### config.mk
export PLATFORM = sky130hd
export DESIGN_NAME = gpeu_top
export DESIGN_NICKNAME = d
export VERILOG_FILES = /design/src/pkg/gpeu_pkg.sv /design/src/gpeu_top.sv /design/src/gpeu_sync.sv /design/src/gpeu_edge.sv
export SDC_FILE = /design/constraint.sdc
export NUM_CORES = 1
export LEC_CHECK = 0
export BUFFER_PORTS_ARGS = -buffer_cell sky130_fd_sc_hd__buf_2
export CORE_ASPECT_RATIO = 1.2
export CORE_MARGIN = 3
export CORE_UTILIZATION = 62
export CTS_CLUSTER_DIAMETER = 80
export DETAILED_ROUTE_END_ITERATION = 7
export HOLD_SLACK_MARGIN = 0.06
export PLACE_DENSITY = 0.84
export SLEW_MARGIN = 10
export SYNTH_ARGS = -nofsm -noshare
export SYNTH_HDL_FRONTEND = slang
export SYNTH_SLANG_ARGS = --single-unit
### constraint.sdc
create_clock -name i_clk_sys -period 3.7 [get_ports i_clk_sys]
set_input_delay 0.185 -clock i_clk_sys [delete_from_list [all_inputs] [get_ports i_clk_sys]]
set_output_delay 0.185 -clock i_clk_sys [all_outputs]
set_load 0.01 [all_outputs]
### src/pkg/gpeu_pkg.sv
// Constants and register map of the pin and edge event unit.
// Assumes an APB slave with 32-bit data, one aligned word per register.
`default_nettype none
package gpeu_pkg;
    // ------------------------------------------------------------
    // Register byte offsets
    // ------------------------------------------------------------
    localparam logic [7:0] OFF_PIN_ENABLE = 8'h00;
    localparam logic [7:0] OFF_PIN_DIRECTION = 8'h04;
    localparam logic [7:0] OFF_PIN_LEVEL = 8'h08;
    localparam logic [7:0] OFF_RISE_SEEN = 8'h0C;
    localparam logic [7:0] OFF_FALL_SEEN = 8'h10;
    localparam logic [7:0] OFF_GLOBAL_CTRL = 8'h14;
    localparam logic [7:0] OFF_EDGE_POLARITY = 8'h18;
    localparam logic [7:0] OFF_IRQ_STATUS = 8'h1C;
    localparam logic [7:0] OFF_IRQ_CLEAR = 8'h20;
    localparam logic [7:0] OFF_IRQ_ENABLE = 8'h24;
    // ------------------------------------------------------------
    // Global control field positions
    // ------------------------------------------------------------
    localparam int BIT_PIN0_OUTPUT_SELECT = 0;
    localparam int BIT_EVENT0_SOURCE_SELECT = 1;
    // ------------------------------------------------------------
    // Reset values and CPU interrupt source map
    // ------------------------------------------------------------
    localparam logic [15:0] RST_PINS = 16'h0000;
    localparam logic [1:0] RST_GLOBAL_CTRL = 2'h0;
    localparam logic [15:0] CPU_IRQ_MAP = 16'h00F1;
    localparam int SYNC_STAGES = 2;
endpackage : gpeu_pkg
`default_nettype wire

### src/gpeu_top.sv
// Pin unit: enable, direction, level, edge flags, pass-through events.
// Assumes an APB master on i_clk_sys; pins are asynchronous.
//
// The implementer's own choices: the APB register port and the address map.
`timescale 1ns/1ps
`default_nettype none
module gpeu_top #(
    parameter int WIDTH = 16
) (
    input wire logic i_clk_sys,
    input wire logic i_rst_n,
    input wire logic i_ce,
    input wire logic i_psel,
    input wire logic i_penable,
    input wire logic i_pwrite,
    input wire logic [7:0] i_paddr,
    input wire logic [31:0] i_pwdata,
    output logic [31:0] o_prdata,
    output logic o_pready,
    output logic o_pslverr,
    input wire logic [WIDTH-1:0] i_pin,
    output logic [WIDTH-1:0] o_pin,
    output logic [WIDTH-1:0] o_pin_oe_n,
    input wire logic i_logic_combined_event,
    output logic [WIDTH-1:0] o_dma_event,
    output logic [WIDTH-1:0] o_cpu_event,
    output logic o_irq
);
    // ------------------------------------------------------------
    // Registers and internal signals
    // ------------------------------------------------------------
    logic [WIDTH-1:0] pin_enable_reg;
    logic [WIDTH-1:0] pin_direction_reg;
    logic [WIDTH-1:0] pin_level_reg;
    logic [WIDTH-1:0] rise_seen_reg;
    logic [WIDTH-1:0] fall_seen_reg;
    logic [WIDTH-1:0] edge_polarity_reg;
    logic [1:0] global_ctrl_reg;
    logic [WIDTH-1:0] irq_status_reg;
    logic [WIDTH-1:0] irq_enable_reg;
    logic [WIDTH-1:0] pin_sync;
    logic [WIDTH-1:0] rise_pulse;
    logic [WIDTH-1:0] fall_pulse;
    logic [WIDTH-1:0] watch_mask;
    logic [WIDTH-1:0] per_pin_event;
    logic [WIDTH-1:0] event_vec;
    logic logic_sync_meta_reg;
    logic logic_sync_reg;
    logic logic_prev_reg;
    logic logic_pulse;
    logic event_line_zero;
    logic wr_access;
    logic rd_access;
    logic addr_ok;
    logic [31:0] rd_mux;

    // ------------------------------------------------------------
    // Input capture
    // ------------------------------------------------------------
    gpeu_sync #(.WIDTH(WIDTH)) u_sync (
        .i_clk_sys(i_clk_sys),
        .i_rst_n(i_rst_n),
        .i_ce(i_ce),
        .i_async(i_pin),
        .o_sync(pin_sync)
    );
    gpeu_edge #(.WIDTH(WIDTH)) u_edge (
        .i_clk_sys(i_clk_sys),
        .i_rst_n(i_rst_n),
        .i_ce(i_ce),
        .i_level(pin_sync),
        .o_rise(rise_pulse),
        .o_fall(fall_pulse)
    );

    // Logic output may come from another block; treat as async
    always_ff @(posedge i_clk_sys or negedge i_rst_n) begin
        if (!i_rst_n) begin
            logic_sync_meta_reg <= 1'b0;
            logic_sync_reg <= 1'b0;
            logic_prev_reg <= 1'b0;
        end else if (i_ce) begin
            logic_sync_meta_reg <= i_logic_combined_event;
            logic_sync_reg <= logic_sync_meta_reg;
            logic_prev_reg <= logic_sync_reg;
        end
    end
    // Pulse on the rising edge only, so a held level gives one event
    assign logic_pulse = i_ce & logic_sync_reg & ~logic_prev_reg;

    // Only enabled inputs are watched
    assign watch_mask = pin_enable_reg & ~pin_direction_reg;
    // Edge by polarity, output pins give none
    assign per_pin_event = watch_mask &
        ((rise_pulse & ~edge_polarity_reg) |
         (fall_pulse & edge_polarity_reg));
    // Event0 source select
    assign event_line_zero =
        global_ctrl_reg[gpeu_pkg::BIT_EVENT0_SOURCE_SELECT] ?
        logic_pulse : per_pin_event[0];
    assign event_vec = {per_pin_event[WIDTH-1:1], event_line_zero};

    // ------------------------------------------------------------
    // APB decode
    // ------------------------------------------------------------
    assign wr_access = i_ce & i_psel & i_penable & i_pwrite;
    assign rd_access = i_ce & i_psel & ~i_penable & ~i_pwrite;

    // Read mux; level bit shows pin for inputs
    always_comb begin
        rd_mux = 32'h00000000;
        addr_ok = 1'b1;
        unique case (i_paddr)
            gpeu_pkg::OFF_PIN_ENABLE: rd_mux[WIDTH-1:0] = pin_enable_reg;
            gpeu_pkg::OFF_PIN_DIRECTION:
                rd_mux[WIDTH-1:0] = pin_direction_reg;
            gpeu_pkg::OFF_PIN_LEVEL: rd_mux[WIDTH-1:0] =
                (pin_direction_reg & pin_level_reg) |
                (~pin_direction_reg & pin_sync);
            gpeu_pkg::OFF_RISE_SEEN: rd_mux[WIDTH-1:0] = rise_seen_reg;
            gpeu_pkg::OFF_FALL_SEEN: rd_mux[WIDTH-1:0] = fall_seen_reg;
            gpeu_pkg::OFF_GLOBAL_CTRL: rd_mux[1:0] = global_ctrl_reg;
            gpeu_pkg::OFF_EDGE_POLARITY:
                rd_mux[WIDTH-1:0] = edge_polarity_reg;
            gpeu_pkg::OFF_IRQ_STATUS: rd_mux[WIDTH-1:0] = irq_status_reg;
            gpeu_pkg::OFF_IRQ_CLEAR: rd_mux = 32'h00000000;
            gpeu_pkg::OFF_IRQ_ENABLE: rd_mux[WIDTH-1:0] = irq_enable_reg;
            default: addr_ok = 1'b0;
        endcase
    end

    // Read data registered in setup, so access phase is zero-wait
    always_ff @(posedge i_clk_sys or negedge i_rst_n) begin
        if (!i_rst_n) begin
            o_prdata <= 32'h00000000;
        end else if (rd_access) begin
            o_prdata <= rd_mux;
        end
    end

    // Ready and error answer in access phase
    always_ff @(posedge i_clk_sys or negedge i_rst_n) begin
        if (!i_rst_n) begin
            o_pready <= 1'b0;
            o_pslverr <= 1'b0;
        end else if (i_ce) begin
            o_pready <= i_psel & ~i_penable;
            o_pslverr <= i_psel & ~i_penable & ~addr_ok;
        end
    end

    // ------------------------------------------------------------
    // Configuration registers
    // ------------------------------------------------------------
    // Writes land only at the access edge, while pready stands high
    always_ff @(posedge i_clk_sys or negedge i_rst_n) begin
        if (!i_rst_n) begin
            pin_enable_reg <= gpeu_pkg::RST_PINS;
            pin_direction_reg <= gpeu_pkg::RST_PINS;
            pin_level_reg <= gpeu_pkg::RST_PINS;
            edge_polarity_reg <= gpeu_pkg::RST_PINS;
            global_ctrl_reg <= gpeu_pkg::RST_GLOBAL_CTRL;
            irq_enable_reg <= gpeu_pkg::RST_PINS;
        end else if (wr_access && o_pready) begin
            unique case (i_paddr)
                gpeu_pkg::OFF_PIN_ENABLE:
                    pin_enable_reg <= i_pwdata[WIDTH-1:0];
                gpeu_pkg::OFF_PIN_DIRECTION:
                    pin_direction_reg <= i_pwdata[WIDTH-1:0];
                gpeu_pkg::OFF_PIN_LEVEL:
                    pin_level_reg <= i_pwdata[WIDTH-1:0];
                gpeu_pkg::OFF_EDGE_POLARITY:
                    edge_polarity_reg <= i_pwdata[WIDTH-1:0];
                gpeu_pkg::OFF_GLOBAL_CTRL:
                    global_ctrl_reg <= i_pwdata[1:0];
                gpeu_pkg::OFF_IRQ_ENABLE:
                    irq_enable_reg <= i_pwdata[WIDTH-1:0];
                default: ;
            endcase
        end
    end

    // ------------------------------------------------------------
    // Sticky edge flags: set wins over a write-one clear
    // ------------------------------------------------------------
    always_ff @(posedge i_clk_sys or negedge i_rst_n) begin
        if (!i_rst_n) begin
            rise_seen_reg <= gpeu_pkg::RST_PINS;
        end else if (i_ce) begin
            rise_seen_reg <= ((wr_access && o_pready &&
                i_paddr == gpeu_pkg::OFF_RISE_SEEN) ?
                rise_seen_reg & ~i_pwdata[WIDTH-1:0] : rise_seen_reg)
                | (rise_pulse & watch_mask);
        end
    end
    always_ff @(posedge i_clk_sys or negedge i_rst_n) begin
        if (!i_rst_n) begin
            fall_seen_reg <= gpeu_pkg::RST_PINS;
        end else if (i_ce) begin
            fall_seen_reg <= ((wr_access && o_pready &&
                i_paddr == gpeu_pkg::OFF_FALL_SEEN) ?
                fall_seen_reg & ~i_pwdata[WIDTH-1:0] : fall_seen_reg)
                | (fall_pulse & watch_mask);
        end
    end

    // Interrupt status: sticky per event, write-one clear, set wins
    always_ff @(posedge i_clk_sys or negedge i_rst_n) begin
        if (!i_rst_n) begin
            irq_status_reg <= gpeu_pkg::RST_PINS;
        end else if (i_ce) begin
            irq_status_reg <= ((wr_access && o_pready &&
                i_paddr == gpeu_pkg::OFF_IRQ_CLEAR) ?
                irq_status_reg & ~i_pwdata[WIDTH-1:0] : irq_status_reg)
                | event_vec;
        end
    end

    // ------------------------------------------------------------
    // Registered outputs
    // ------------------------------------------------------------
    // Pins and events; pin0 may carry the logic output
    always_ff @(posedge i_clk_sys or negedge i_rst_n) begin
        if (!i_rst_n) begin
            o_pin <= '0;
            o_pin_oe_n <= '1;
            o_dma_event <= '0;
            o_cpu_event <= '0;
            o_irq <= 1'b0;
        end else if (i_ce) begin
            o_pin <= pin_level_reg;
            o_pin_oe_n <= ~(pin_enable_reg & pin_direction_reg);
            if (global_ctrl_reg[gpeu_pkg::BIT_PIN0_OUTPUT_SELECT]) begin
                o_pin[0] <= logic_sync_reg;
                o_pin_oe_n[0] <= 1'b0;
            end
            o_dma_event <= event_vec;
            o_cpu_event <= event_vec & gpeu_pkg::CPU_IRQ_MAP;
            o_irq <= |((irq_status_reg | event_vec) & irq_enable_reg);
        end else begin
            o_dma_event <= '0;
            o_cpu_event <= '0;
        end
    end

    // ------------------------------------------------------------
    // Checks
    // ------------------------------------------------------------
    // Each check but chk_cpu_map_gap (bits 3:1) watches one pin; only chk_rise_sets, chk_fall_sets and chk_event_single stand for the whole vector
    chk_out_no_event: assert property (@(posedge i_clk_sys)
        disable iff (!i_rst_n)
        (i_ce && pin_direction_reg[1]) |=> !o_dma_event[1])
        else $error("event raised on output pin");
    chk_cpu_map_gap: assert property (@(posedge i_clk_sys)
        disable iff (!i_rst_n) o_cpu_event[3:1] == 3'h0)
        else $error("cpu event on unmapped source");
    chk_event_single: assert property (@(posedge i_clk_sys)
        disable iff (!i_rst_n) o_dma_event[3] |=> !o_dma_event[3])
        else $error("event longer than one cycle");
    chk_rise_sets: assert property (@(posedge i_clk_sys)
        disable iff (!i_rst_n)
        (rise_pulse[3] && watch_mask[3]) |=> rise_seen_reg[3])
        else $error("rise flag not set");
    chk_fall_sets: assert property (@(posedge i_clk_sys)
        disable iff (!i_rst_n)
        (fall_pulse[3] && watch_mask[3]) |=> fall_seen_reg[3])
        else $error("fall flag not set");
    chk_rise_event: assert property (@(posedge i_clk_sys)
        disable iff (!i_rst_n)
        (rise_pulse[5] && watch_mask[5] && !edge_polarity_reg[5]
         && i_ce) |=> o_dma_event[5] && o_cpu_event[5])
        else $error("rising event missing");
    chk_ev0_logic: assert property (@(posedge i_clk_sys)
        disable iff (!i_rst_n)
        (global_ctrl_reg[1] && per_pin_event[0] && !logic_pulse)
        |=> !o_dma_event[0])
        else $error("pin0 event leaked while logic selected");
    chk_drive_level: assert property (@(posedge i_clk_sys)
        disable iff (!i_rst_n)
        (i_ce && pin_enable_reg[2] && pin_direction_reg[2])
        |=> !o_pin_oe_n[2] && o_pin[2] == $past(pin_level_reg[2]))
        else $error("output pin not driven from level bit");
endmodule : gpeu_top
`default_nettype wire

### src/gpeu_sync.sv
// Two-flop synchroniser for a vector of pins.
// Assumes the inputs are asynchronous to i_clk_sys.
`timescale 1ns/1ps
`default_nettype none
module gpeu_sync #(
    parameter int WIDTH = 16
) (
    input wire logic i_clk_sys,
    input wire logic i_rst_n,
    input wire logic i_ce,
    input wire logic [WIDTH-1:0] i_async,
    output logic [WIDTH-1:0] o_sync
);
    logic [WIDTH-1:0] meta_reg;
    // First stage read only by second stage
    always_ff @(posedge i_clk_sys or negedge i_rst_n) begin
        if (!i_rst_n) begin
            meta_reg <= '0;
            o_sync <= '0;
        end else if (i_ce) begin
            meta_reg <= i_async;
            o_sync <= meta_reg;
        end
    end
endmodule : gpeu_sync
`default_nettype wire

### src/gpeu_edge.sv
// Edge detector on synchronised pins: one-cycle rise and fall pulses.
// Assumes inputs are already in the i_clk_sys domain.
`timescale 1ns/1ps
`default_nettype none
module gpeu_edge #(
    parameter int WIDTH = 16
) (
    input wire logic i_clk_sys,
    input wire logic i_rst_n,
    input wire logic i_ce,
    input wire logic [WIDTH-1:0] i_level,
    output logic [WIDTH-1:0] o_rise,
    output logic [WIDTH-1:0] o_fall
);
    logic [WIDTH-1:0] prev_reg;
    // Previous sample for comparison
    always_ff @(posedge i_clk_sys or negedge i_rst_n) begin
        if (!i_rst_n) begin
            prev_reg <= '0;
        end else if (i_ce) begin
            prev_reg <= i_level;
        end
    end
    // Compare current with previous sample
    assign o_rise = i_ce ? (i_level & ~prev_reg) : '0;
    assign o_fall = i_ce ? (~i_level & prev_reg) : '0;
endmodule : gpeu_edge
`default_nettype wire

==> results.md, run 1 <==
* # fillers at 1,237
* Tcrit/Tclk final at 56.20%
* Netlist cell types at 64
* Slew HR at 29.64%
* Yosys top cell by area: dfrtp_1
* Num rows at between 50 and 60
* Cell Count Post-Placement at about 1.3k
* Seq/Total Area, Yosys at between 50 and 60%
* Port bufs at between 100 and 150
* CP Launch Type: input pin
* DRC viols at 0
* Largest cells by area after synthesis: dfrtp_1, mux2_2, o21ai_0
* Post-CTS Setup Inserts at 0
* Die Wd at roughly 130 microns
* Largest net degree at the start of global routing at ~140
* Fin cells at 1,392
* Die area at 0.02067 sq mm
* RSZ-0062 raised after global routing: false
* P_leak at 6.298 nW
* Reg clk slew, reported paths at 60 ps
* Hold depth at 3
* TritonCTS buffer count at 24
* Worst EP required at between 4000 and 5000 ps
* Starting Density at 64.00%
* Ys flop type: dfrtp_1
* Via count at 8,808
* R2R cell count at 5
* Hold/Removal Path Class: in -> reg
* Routed Antenna Nets at 0
* Bufs on Longest Clock Path at 3
* #FFs+latches synth at between 200 and 250
* Slowest cell on crit path: and2_1
* Peak per-stage delay on the critical path at 910 ps
* Worst R2R End: o_irq
* Final total power at 5.862 mW
* CTS Root Cell: clkbuf_16
* Cells after Synth at about 1,000
* Placer congestion estimate at 0.8966
* Gr usage total at between 20 and 30%
* Number of synthesized flops with an enable pin at 0
* Ys Warns at 0
* Post-DP HPWL at 19.19 mm
* Multi-input logic area at slightly above 0.005 sq mm
* Fmax at 480.9 MHz
* P&R area growth vs syn at 15.34%
* Fin worst setup slack at 1621 ps
* Crit Path Max Fanout at 18
* Total wire length at 29.80 mm
* Flop2flop setup slack at 1670 ps
* Synth top area share at about 49%
* Antenna violations before repair at 3
* Worst r2r src: u_sync.o_sync[12]
* Ranking of synthesized cells by instance count: dfrtp_1, mux2_2, o21ai_0
* Global-route wire length before repair at ~47 mm
* Maxcap violations at 0
* PwrDens at between 400 and 500 mW/mm^2
* Drt first pass iters at 6
* Setup WS pre-CTS at 1203 ps
* WP depth at 5
* Worst Path Buf+Inv at 1
* GRT Residual Overflow at 0
* Skew-Pair Late Insertion Delay at between 500 and 600 ps
* CP endpoint kind: flip-flop
* Vias/cell at around 6.3
* Pins Over Slew Limit at 0
* I/O pin cnt at 162
* Hold path startpoint: i_penable
* Crit Path Class: in -> reg
* Clk sinks at approximately 250
* Nets at 1,184
* Critical path arrival at about 2500 ps
* Setup Skew at between 8 and 9 ps
* CTS tree: done
* Hold Crit Endpoint: o_pready
* Fin. Hold Viols at 0
* Syn avg cell area at 12.05 sq um
* Post-layout utilization of the core at about three quarters
* Cell with the most instances after synthesis: dfrtp_1
* Least-Margin Pin Slew at 1055 ps
* Average wire per standard cell at 21.40 microns
* TNS Setup at 0 ps
* Synth async-reset ratio at between 90% and 100%
* Core region area at 0.01838 sq mm
* Vias in the first global route at 8,831
* CTS H-tree lvls at 1
* Final setup vio count at 0
* Max rail drop VDD at just over 400 uV
* Layout cells sized above 1 at between 30% and 40%
* CP top delay family: simple AND/OR/NAND/NOR gates
* Tmin final at 2079 ps
* Die Y at 156.9 microns
* Worst path cell trace: buf_2 -> nor4b_1 -> and2_1 -> nand2_8 -> mux2_4
* Iteration-0 DRC Markers at 888
* Storage cell area at just over 0.006 sq mm
* Status: finished, final reports clean
* Synthesized area at 0.01176 sq mm
-- kinds of logic (layout without fill, tap and decap cells) --
logic type             Yosys count  count (layout)  synth area share, %
AND/OR/NAND/NOR                227             227                12.04
buffers and inverters           88             225                4.766
flip-flops                     248             248                52.94
multiplexers                   179             179                18.16
AO/OA/AOI/OAI                  233             233                12.06
other                            1              28              0.03188
-- power by group --
group	internal [mW]	switching, mW
Clock	1.46	1.01
Sequential	2.81	0.106
Combinational	0.225	0.249
-- tightest hold or removal path, delay by kind of cell --
kind | cells | cell delay, ps
buf+inv | 1 | 90
simple gates | 1 | 90
mux | 1 | 270
-- area by class of cell --
class,instances,area share [%]
Sequential cell,248,45.90
Multi-Input combinational cell,666,37.44
Timing Repair Buffer,170,8.135
Clock buffer,38,5.267
Tap cell,252,2.324
Clock inverter,6,0.6180
Inverter,11,0.3044
Antenna cell,1,0.01845
-- placed cells by master (no fill, tap or decap), types with 14 or more instances in the layout --
cell type and n:
clkbuf_16 25, a22oi_1 21, nand2_1 47, or3b_2 15
mux2_2 105, dfstp_2 16, a21oi_1 38, nand3b_1 32
nand2b_1 45, mux2_1 20, mux2i_1 21, a31oi_1 16
nor2_1 31, a211oi_1 14, dlygate4sd3_1 34, o21ai_0 102
buf_4 17, buf_2 116, mux2_4 30, dfrtp_1 232
conb_1 27, nand3_1 14
-- routing by layer --
| metal | global-route usage [%] | wire length [microns] | vias to the layer above |
|---|---|---|---|
| met4 | 13.26 | 1413 | 4 |
| met1 | 37.67 | 11580 | 4356 |
| met3 | 6.688 | 2999 | 113 |
| met2 | 46.06 | 13780 | 523 |
| li1 | - | - | 3812 |
| met5 | 0 | 21 | - |
-- worst max path at each step --
stage,startpoint,endpoint
floorplan,i_paddr[3],irq_enable_reg[10]
global placement,i_paddr[4],irq_enable_reg[11]
detailed placement,i_paddr[4],irq_enable_reg[5]
CTS,u_sync.o_sync[12],o_irq
global route,i_ce,o_prdata[6]
finish,i_paddr[4],irq_enable_reg[9]
-- metrics by stage --
step	cell area, sq um	hold WS [ps]
2_1_floorplan	11860	-110.6
3_3_place_gp	12420	279.5
3_5_place_dp	12420	276.3
4_1_cts	13560	154.8
5_1_grt	13560	178.9
6_report	13570	161.1
-- repair_timing --
item	in CTS	in global routing
gates resized for setup	0	0
hold buffers	34	0
endpoints found under the hold margin	192	0
Note: power is estimated with default switching activity, not from simulation.
==> run 2: changes to the inputs <==
--- a/config.mk
+++ b/config.mk
@@ -5,14 +5,15 @@
 export SDC_FILE = /design/constraint.sdc
 export NUM_CORES = 1
 export LEC_CHECK = 0
+export ABC_AREA = 1
 export BUFFER_PORTS_ARGS = -buffer_cell sky130_fd_sc_hd__buf_2
 export CORE_ASPECT_RATIO = 1.2
 export CORE_MARGIN = 3
-export CORE_UTILIZATION = 62
+export CORE_UTILIZATION = 52
 export CTS_CLUSTER_DIAMETER = 80
 export DETAILED_ROUTE_END_ITERATION = 7
 export HOLD_SLACK_MARGIN = 0.06
-export PLACE_DENSITY = 0.84
+export PLACE_DENSITY = 0.75
 export SLEW_MARGIN = 10
 export SYNTH_ARGS = -nofsm -noshare
 export SYNTH_HDL_FRONTEND = slang
==> constraint.sdc (replaced) <==
create_clock -name i_clk_sys -period 1.9 [get_ports i_clk_sys]
set_input_delay 0.095 -clock i_clk_sys [delete_from_list [all_inputs] [get_ports i_clk_sys]]
set_output_delay 0.095 -clock i_clk_sys [all_outputs]
set_load 0.01 [all_outputs]
==> run 2 against run 1 <==
Net effect:
- core utilization shrank 9.7 points
- clock-buffer cell count decreased by 1
- critical path depth grew 9
- clock skew increased by 0.52 ps
- clock power grew 100%
- worst setup slack got worse by 1500 ps
- area after synthesis shrank 4.3%
- sequential share of layout area is 0.072 points higher
- sequential power grew 89%
- non-clock buffer count grew 32
- cell count up 32%
- flip-flop and latch count unchanged
- critical path type unchanged
==> results.md, run 2 <==
* Status: finished, final reports clean (unchanged)
* Share of power burned in registers at 48.9% (was 49.7%)
* Iteration-0 DRC Markers at 977 (was 888)
* Power share of the combinational group at 6.5% (was 8.1%)
* Seq/Total Area, Yosys at 55.32% (was 52.94%)
* CP Launch Type: input pin (unchanged)
* Layout cells sized above 1 at 15.46% (was 31.34%)
* Port bufs at 118 (unchanged)
* Critical path arrival at 2220 ps (was 2470 ps)
* CTS H-tree lvls at 1 (unchanged)
* Maxcap violations at 0 (unchanged)
* Vias in the first global route at 9,582 (was 8,831)
* Antenna violations before repair at 0 (was 3)
* TNS Setup at 0 ps (unchanged)
* Least-Margin Pin Slew at 506.1 ps (was 1055 ps)
* Total wire length at 30.57 mm (was 29.80 mm)
* # fillers at 1,789 (was 1,237)
* I/O pin cnt at 162 (unchanged)
* CP endpoint kind: flip-flop (unchanged)
* P&R area growth vs syn at 20.34% (was 15.34%)
* #FFs+latches synth at 248 (unchanged)
* Num rows at 58 (was 54)
* Slew HR at 66.23% (was 29.64%)
* Ys flop type: dfrtp_1 (unchanged)
* Hold/Removal Path Class: in -> async (was in -> reg)
* CTS tree: done (unchanged)
* Internal cell power at 8.608 mW (was 4.496 mW)
* Reg clk slew, reported paths at 60 ps (about the same)
* PwrDens at 832.0 mW/mm^2 (was 432.1 mW/mm^2)
* Skew-Pair Late Insertion Delay at 530 ps (was 520 ps)
* GRT Residual Overflow at 0 (unchanged)
* Die area at 0.02345 sq mm (was 0.02067 sq mm)
* Final total power at 11.27 mW (was 5.862 mW)
* Gr usage total at 25.93% (was 28.71%)
* Clk pwr share at 44.6% (was 42.2%)
* Crit Path Max Fanout at 28 (was 18)
* Routed Antenna Nets at 0 (unchanged)
* Cell Count Post-Placement at 1,759 (was 1,313)
* NetSw at 2.661 mW (was 1.366 mW)
* Commonest non-fill, non-tap cells in the layout: nand2_1, dfrtp_1, o21ai_0 (was dfrtp_1, buf_2, mux2_2)
* Vias/cell at 5.444 (was 6.328)
* Fin worst setup slack at 99.59 ps (was 1621 ps)
* Setup Skew at 9.166 ps (was 8.648 ps)
* DRC viols at 0 (unchanged)
* Crit Path Class: in -> reg (unchanged)
* Largest cells by area after synthesis: dfrtp_1, nand2_1, o21ai_0 (was dfrtp_1, mux2_2, o21ai_0)
* Tmin final at 1800 ps
* P_leak at 6.975 nW (was 6.298 nW)
* Nets at 1,616 (was 1,184)
* Fmax at 555.4 MHz
* Worst EP required at 2320 ps (was 4100 ps)
* Via count at 10.03k (was 8,808)
* Netlist cell types at 30 (was 64)
* Pins Over Slew Limit at 0 (unchanged)
* Post-DP HPWL at 21.47 mm (was 19.19 mm)
* Die Wd at 140.3 microns (was 131.7 microns)
* Tcrit/Tclk final at 94.76%
* Switch share at 23.62% (was 23.30%)
* RSZ-0062 raised after global routing: false (unchanged)
* Core region area at 0.02112 sq mm (was 0.01838 sq mm)
* Antenna cells at 0 (was 1)
* Cells after Synth at 1,387 (was 976)
* Number of synthesized flops with an enable pin at 0 (unchanged)
* Clk sinks at 248 (unchanged)
* Ys Warns at 0 (unchanged)
* Average wire per standard cell at 16.59 microns (was 21.40 microns)
* Fin. Hold Viols at 0 (unchanged)
* Global-route wire length before repair at 49.76 mm (was 47.40 mm)
* Synthesized area at 0.01125 sq mm (was 0.01176 sq mm)
* Setup WS pre-CTS at 122.8 ps (was 1203 ps)
* CTS Root Cell: clkbuf_16 (unchanged)
* Placer congestion estimate at 0.8834 (was 0.8966)
* Synth top area share at 51.58% (was 49.36%)
* Storage cell area at 0.006226 sq mm (unchanged)
* Cell with the most instances after synthesis: nand2_1 (was dfrtp_1)
* TritonCTS buffer count at 25 (was 24)
* Fin cells at 1,842 (was 1,392)
* Ranking of synthesized cells by instance count: nand2_1, dfrtp_1, o21ai_0 (was dfrtp_1, mux2_2, o21ai_0)
* Starting Density at 53.29% (was 64.00%)
* WHS at 69.28 ps (was 161.1 ps)
* Synth async-reset ratio at 100.0% (unchanged)
* Multi-input logic area at 0.004114 sq mm (was 0.005079 sq mm)
* Max rail drop VDD at 829.8 uV (was 415.0 uV)
* Yosys top cell by area: dfrtp_1 (unchanged)
* Bufs on Longest Clock Path at 3 (unchanged)
* Most common cell after layout, fill and taps aside: nand2_1 (was dfrtp_1)
* Largest net degree at the start of global routing at 53 (was 139)
* Drt first pass iters at 5 (was 6)
* Final setup vio count at 0 (unchanged)
* Syn avg cell area at 8.114 sq um (was 12.05 sq um)
* Die Y at 167.2 microns (was 156.9 microns)
[run 2: cell types whose count changed after synthesis, sizes merged, moves of 45 or more]
| cell | before | now |
|---|---|---|
| nand3 | 15 | 111 |
| inv | 11 | 150 |
| nand2b | 45 | 0 |
| mux2 | 155 | 0 |
| nand2 | 52 | 424 |
| o21ai | 107 | 243 |
[run 2: power groups by stage]
| stage | combinational (mW) | clock [mW] | sequential (mW) |
|---|---|---|---|
| 2_1_floorplan | 0.379 | 0 | 5.59 |
| 3_3_place_gp | 0.652 | 0 | 5.59 |
| 3_5_place_dp | 0.668 | 0 | 5.60 |
| 4_1_cts | 0.732 | 5.09 | 5.50 |
| 5_1_grt | 0.832 | 5.29 | 5.52 |
| 6_report | 0.736 | 5.03 | 5.51 |
[run 2: critical path, stage by stage]
cell	delay [ps]
dlygate4sd3_1	540
buf_4	180
buf_12	170
nand3_1	120
nand2_1	70
nand3_1	220
nand2_1	80
nand2_1	60
nand2_1	50
nor2_1	180
nand3_1	120
nor2_2	140
buf_4	140
nor2_1	40
[run 2: kinds of logic (layout without fill, tap and decap cells)]
| kind of cell | after synthesis | count (layout) | synth area share (%) |
|---|---|---|---|
| simple gates | 616 | 616 | 22.49 |
| compound gates | 282 | 282 | 12.90 |
| flops | 248 | 248 | 55.32 |
| buf+inv | 240 | 399 | 9.261 |
| other cells | 1 | 27 | 0.03332 |
[run 2: area by class of cell]
type	count	area share, %
repair buffers	202	10.72
multi-input cells	925	30.37
well taps	270	2.494
flip-flops and latches	248	45.97
clock buffers	37	5.691
inverters	151	4.185
clock inverters	9	0.5727
[run 2: worst paths after layout]
| kind | from | to | slack, ps | cells past startpoint |
|---|---|---|---|---|
| min in group i_clk_sys | i_pwrite | o_prdata[12] | 80 | 5 |
| hold / removal | i_rst_n | o_dma_event[1] | 70 | 2 |
| setup reg to reg | u_sync.o_sync[3] | o_irq | 190 | 11 |
| setup / recovery | i_ce | o_irq | 100 | 14 |
| max in group asynchronous | i_rst_n | o_pin_oe_n[4] | 1060 | 3 |
| hold reg to reg | pin_enable_reg[6] | o_pin_oe_n[6] | 460 | 1 |
[run 2: routing by layer]
layer  share of wire, %  global-route usage [%]  routed length [microns]  up-vias
li1                   -                       -                        -     4731
met1                 44                   38.53                    13490     4781
met2                 45                   40.04                    13750      466
met3                8.7                   3.913                     2648       50
met4                2.2                   7.375                      674        0
met5                  0                       0                        0        -
[run 2: through the flow]
| step | util [%] | instance area (sq um) |
|---|---|---|
| CTS | 63.99 | 13510 |
| detailed placement | 58.22 | 12300 |
| finish | 64.14 | 13540 |
| global route | 64.14 | 13540 |
| floorplan | - | 11350 |
| global placement | 58.22 | 12300 |
[run 2: repair_timing]
| action | in CTS | in global routing |
|---|---|---|
| setup buffers | 0 | 0 |
| endpoints found under the setup margin | 0 | 22 |
| hold buffers | 37 | 0 |
| hold endpoints to repair | 358 | 0 |
| gates resized for setup | 0 | 8 |
==> run 3: changes to the inputs <==
--- a/config.mk
+++ b/config.mk
@@ -6,7 +6,7 @@
 export NUM_CORES = 1
 export LEC_CHECK = 0
 export ABC_AREA = 1
-export BUFFER_PORTS_ARGS = -buffer_cell sky130_fd_sc_hd__buf_2
+export BUFFER_PORTS_ARGS = -buffer_cell sky130_fd_sc_hd__clkbuf_2
 export CORE_ASPECT_RATIO = 1.2
 export CORE_MARGIN = 3
 export CORE_UTILIZATION = 52
==> run 3 against run 2 <==
Net effect:
- worst setup slack improved by 120 ps
- non-clock buffer count rose by 26
- critical path depth fell by 1
- combinational power rose by 6.5%
- core utilization rose by 0.63 points
- design area rose by 0.98%
- clock-buffer cell count rose by 2
- via count rose by 0.56%
- the run now ends with hold timing left
- largest power group unchanged
- hold slack got worse by 77 ps
==> results.md, run 3 (synthesis results as in run 2) <==
* Via count at 10.08k (was 10.03k)
* Crit Path Class: in -> reg (unchanged)
* Global-route wire length before repair at 49.76 mm (unchanged)
* Most used cell, CP: nand2_1 (unchanged)
* P_leak at 7.012 nW (was 6.975 nW)
* Post-DP HPWL at 21.14 mm (was 21.47 mm)
* Drt first pass iters at 5 (unchanged)
* Core region area at 0.02112 sq mm (unchanged)
* GRT Residual Overflow at 0 (unchanged)
* I/O pin cnt at 162 (unchanged)
* Antenna violations before repair at 0 (unchanged)
* CTS H-tree lvls at 1 (unchanged)
* CP endpoint kind: flip-flop (unchanged)
* PwrDens at 810.2 mW/mm^2 (was 832.0 mW/mm^2)
* DRC viols at 0 (unchanged)
* Worst setup startpoint: i_ce (unchanged)
* CP Launch Type: input pin (unchanged)
* Port bufs at 118 (unchanged)
* Share of power burned in registers at 49.7% (was 48.9%)
* Worst EP required at 2350 ps (was 2320 ps)
* Crit Path Max Fanout at 32 (was 28)
* Total wire length at 31.13 mm (was 30.57 mm)
* Die Wd at 140.3 microns (unchanged)
* P&R area growth vs syn at 21.52% (was 20.34%)
* Worst r2r src: o_pready (was u_sync.o_sync[3])
* Maxcap violations at 0 (unchanged)
* Hold path startpoint: i_ce
* Max rail drop VDD at 714.5 uV (was 829.8 uV)
* Peak per-stage delay on the critical path at 770 ps (was 540 ps)
* Bufs on Longest Clock Path at 3 (unchanged)
* TritonCTS buffer count at 25 (unchanged)
* Critical path arrival at 2140 ps (was 2220 ps)
* Failing checks: hold timing
* Post-CTS Setup Inserts at 0 (unchanged)
* Num rows at 58 (unchanged)
* Tmin final at 1684 ps (was 1800 ps)
* Reg clk slew, reported paths at 60 ps (about the same)
* Least-Margin Pin Slew at 558.2 ps (was 506.1 ps)
* Clk sinks at 248 (unchanged)
* Placer congestion estimate at 0.8570 (was 0.8834)
* Die Y at 167.2 microns (unchanged)
* WHS at -7.283 ps (was 69.28 ps)
* Slew HR at 62.78% (was 66.23%)
* Setup Skew at 9.388 ps (was 9.166 ps)
* Commonest non-fill, non-tap cells in the layout: nand2_1, dfrtp_1, o21ai_0 (unchanged)
* Iteration-0 DRC Markers at 826 (was 977)
* TNS Setup at 0 ps (unchanged)
* Routed Antenna Nets at 0 (unchanged)
* Final setup vio count at 0 (unchanged)
* Die area at 0.02345 sq mm (unchanged)
* Tcrit/Tclk final at 88.66% (was 94.76%)
* Hold/Removal Path Class: in -> reg (was in -> async)
* Internal cell power at 8.464 mW (was 8.608 mW)
* Nets at 1,642 (was 1,616)
* CTS tree: done (unchanged)
* Antenna cells at 0 (unchanged)
* Flop2flop setup slack at 240 ps (was 190 ps)
* Switch share at 23.62% (about the same)
* Gr usage total at 26.17% (was 25.93%)
* Layout cells sized above 1 at 15.03% (was 15.46%)
* # fillers at 1,780 (was 1,789)
* Slowest cell on crit path: dlygate4sd3_1 (unchanged)
* Fin. Hold Viols at 1 (was 0)
* Vias/cell at 5.401 (was 5.444)
* Most common cell after layout, fill and taps aside: nand2_1 (unchanged)
* CTS Root Cell: clkbuf_16 (unchanged)
* Placed inst area at 0.01231 sq mm (was 0.01230 sq mm)
* Status: finished, violations left (was finished, final reports clean)
* Worst path cell trace: buf_6 -> dlygate4sd3_1 -> nand3_1 -> nand2_1 -> nand3_1 -> nand2_1 -> nand2_1 -> nand2_1 -> nor2_1 -> nand2_1 -> nor2_1 -> buf_4 -> nor2_1 (was dlygate4sd3_1 -> buf_4 -> buf_12 -> nand3_1 -> nand2_1 -> nand3_1 -> nand2_1 -> nand2_1 -> nand2_1 -> nor2_1 -> nand3_1 -> nor2_2 -> buf_4 -> nor2_1)
* Starting Density at 53.29% (unchanged)
* Largest net degree at the start of global routing at 66 (was 53)
* NetSw at 2.618 mW (was 2.661 mW)
* CP top delay family: buffers and inverters (was simple AND/OR/NAND/NOR gates)
* Skew-Pair Late Insertion Delay at 520 ps (was 530 ps)
* Power share of the combinational group at 7.1% (was 6.5%)
* Fmax at 593.7 MHz (was 555.4 MHz)
* Final instance area at 0.01368 sq mm (was 0.01354 sq mm)
* Average wire per standard cell at 16.67 microns (was 16.59 microns)
* Pins Over Slew Limit at 0 (unchanged)
* Vias in the first global route at 9,390 (was 9,582)
* Clk pwr share at 43.2% (was 44.6%)
* RSZ-0062 raised after global routing: false (unchanged)
* Worst Path Buf+Inv at 3 (was 4)
-- run 3: final timing paths --
check | endpoint | depth (start not counted)
max | o_irq | 13
min | rise_seen_reg[6] | 3
max reg2reg | rise_seen_reg[3] | 6
min reg2reg | o_pin_oe_n[2] | 1
max in group asynchronous | o_pin_oe_n[15] | 3
min in group asynchronous | o_dma_event[0] | 2
-- run 3: layer usage --
| layer | share of wire [%] | global-route usage, % | wire length [microns] | vias to the layer above |
|---|---|---|---|---|
| met5 | 0 | 0 | 0 | - |
| li1 | - | - | - | 4779 |
| met3 | 8.4 | 3.713 | 2610 | 64 |
| met1 | 44 | 38.95 | 13540 | 4759 |
| met4 | 3.1 | 8.470 | 977 | 0 |
| met2 | 45 | 39.98 | 14000 | 482 |
-- run 3: power groups by stage --
stage | logic [mW] | registers, mW | clock network, mW
after floorplan | 0.379 | 5.59 | 0
after global placement | 0.654 | 5.59 | 0
after detailed placement | 0.668 | 5.60 | 0
after CTS | 0.748 | 5.50 | 4.83
after global routing | 0.885 | 5.52 | 5.06
final | 0.784 | 5.51 | 4.79
-- run 3: final cells by class --
class	instances	area [sq um]	area share (%)
clock buffers	39	768.2	5.617
well taps	270	337.8	2.470
clock inverters	6	33.78	0.2470
multi-input cells	925	4084	29.86
flip-flops and latches	248	6226	45.52
repair buffers	228	1660	12.14
inverters	151	566.8	4.144
-- run 3: timing repair --
action / in CTS / in global routing
gates resized for setup: 0 / 1
endpoints found under the setup margin: 0 / 1
endpoints found under the hold margin: 354 / 6
hold buffers: 41 / 16
-- run 3: stage by stage --
stage,hold slack (ps),power (mW),utilization [%],std cells,setup WS [ps]
floorplan,-200.6,5.964,-,1413,458.8
global placement,96.14,6.245,58.29,1766,157.0
detailed placement,92.22,6.267,58.29,1766,40.49
CTS,65.43,11.08,64.04,1852,97.33
global route,35.57,11.47,64.76,1867,22.78
finish,-7.283,11.08,64.76,1867,215.5
-- run 3: tightest hold or removal path: cells and delay by family --
kind,cells,cell delay (ps)
AOI/OAI and AO/OA,1,70
buffers and inverters,1,170
and+or+nand+nor,1,130
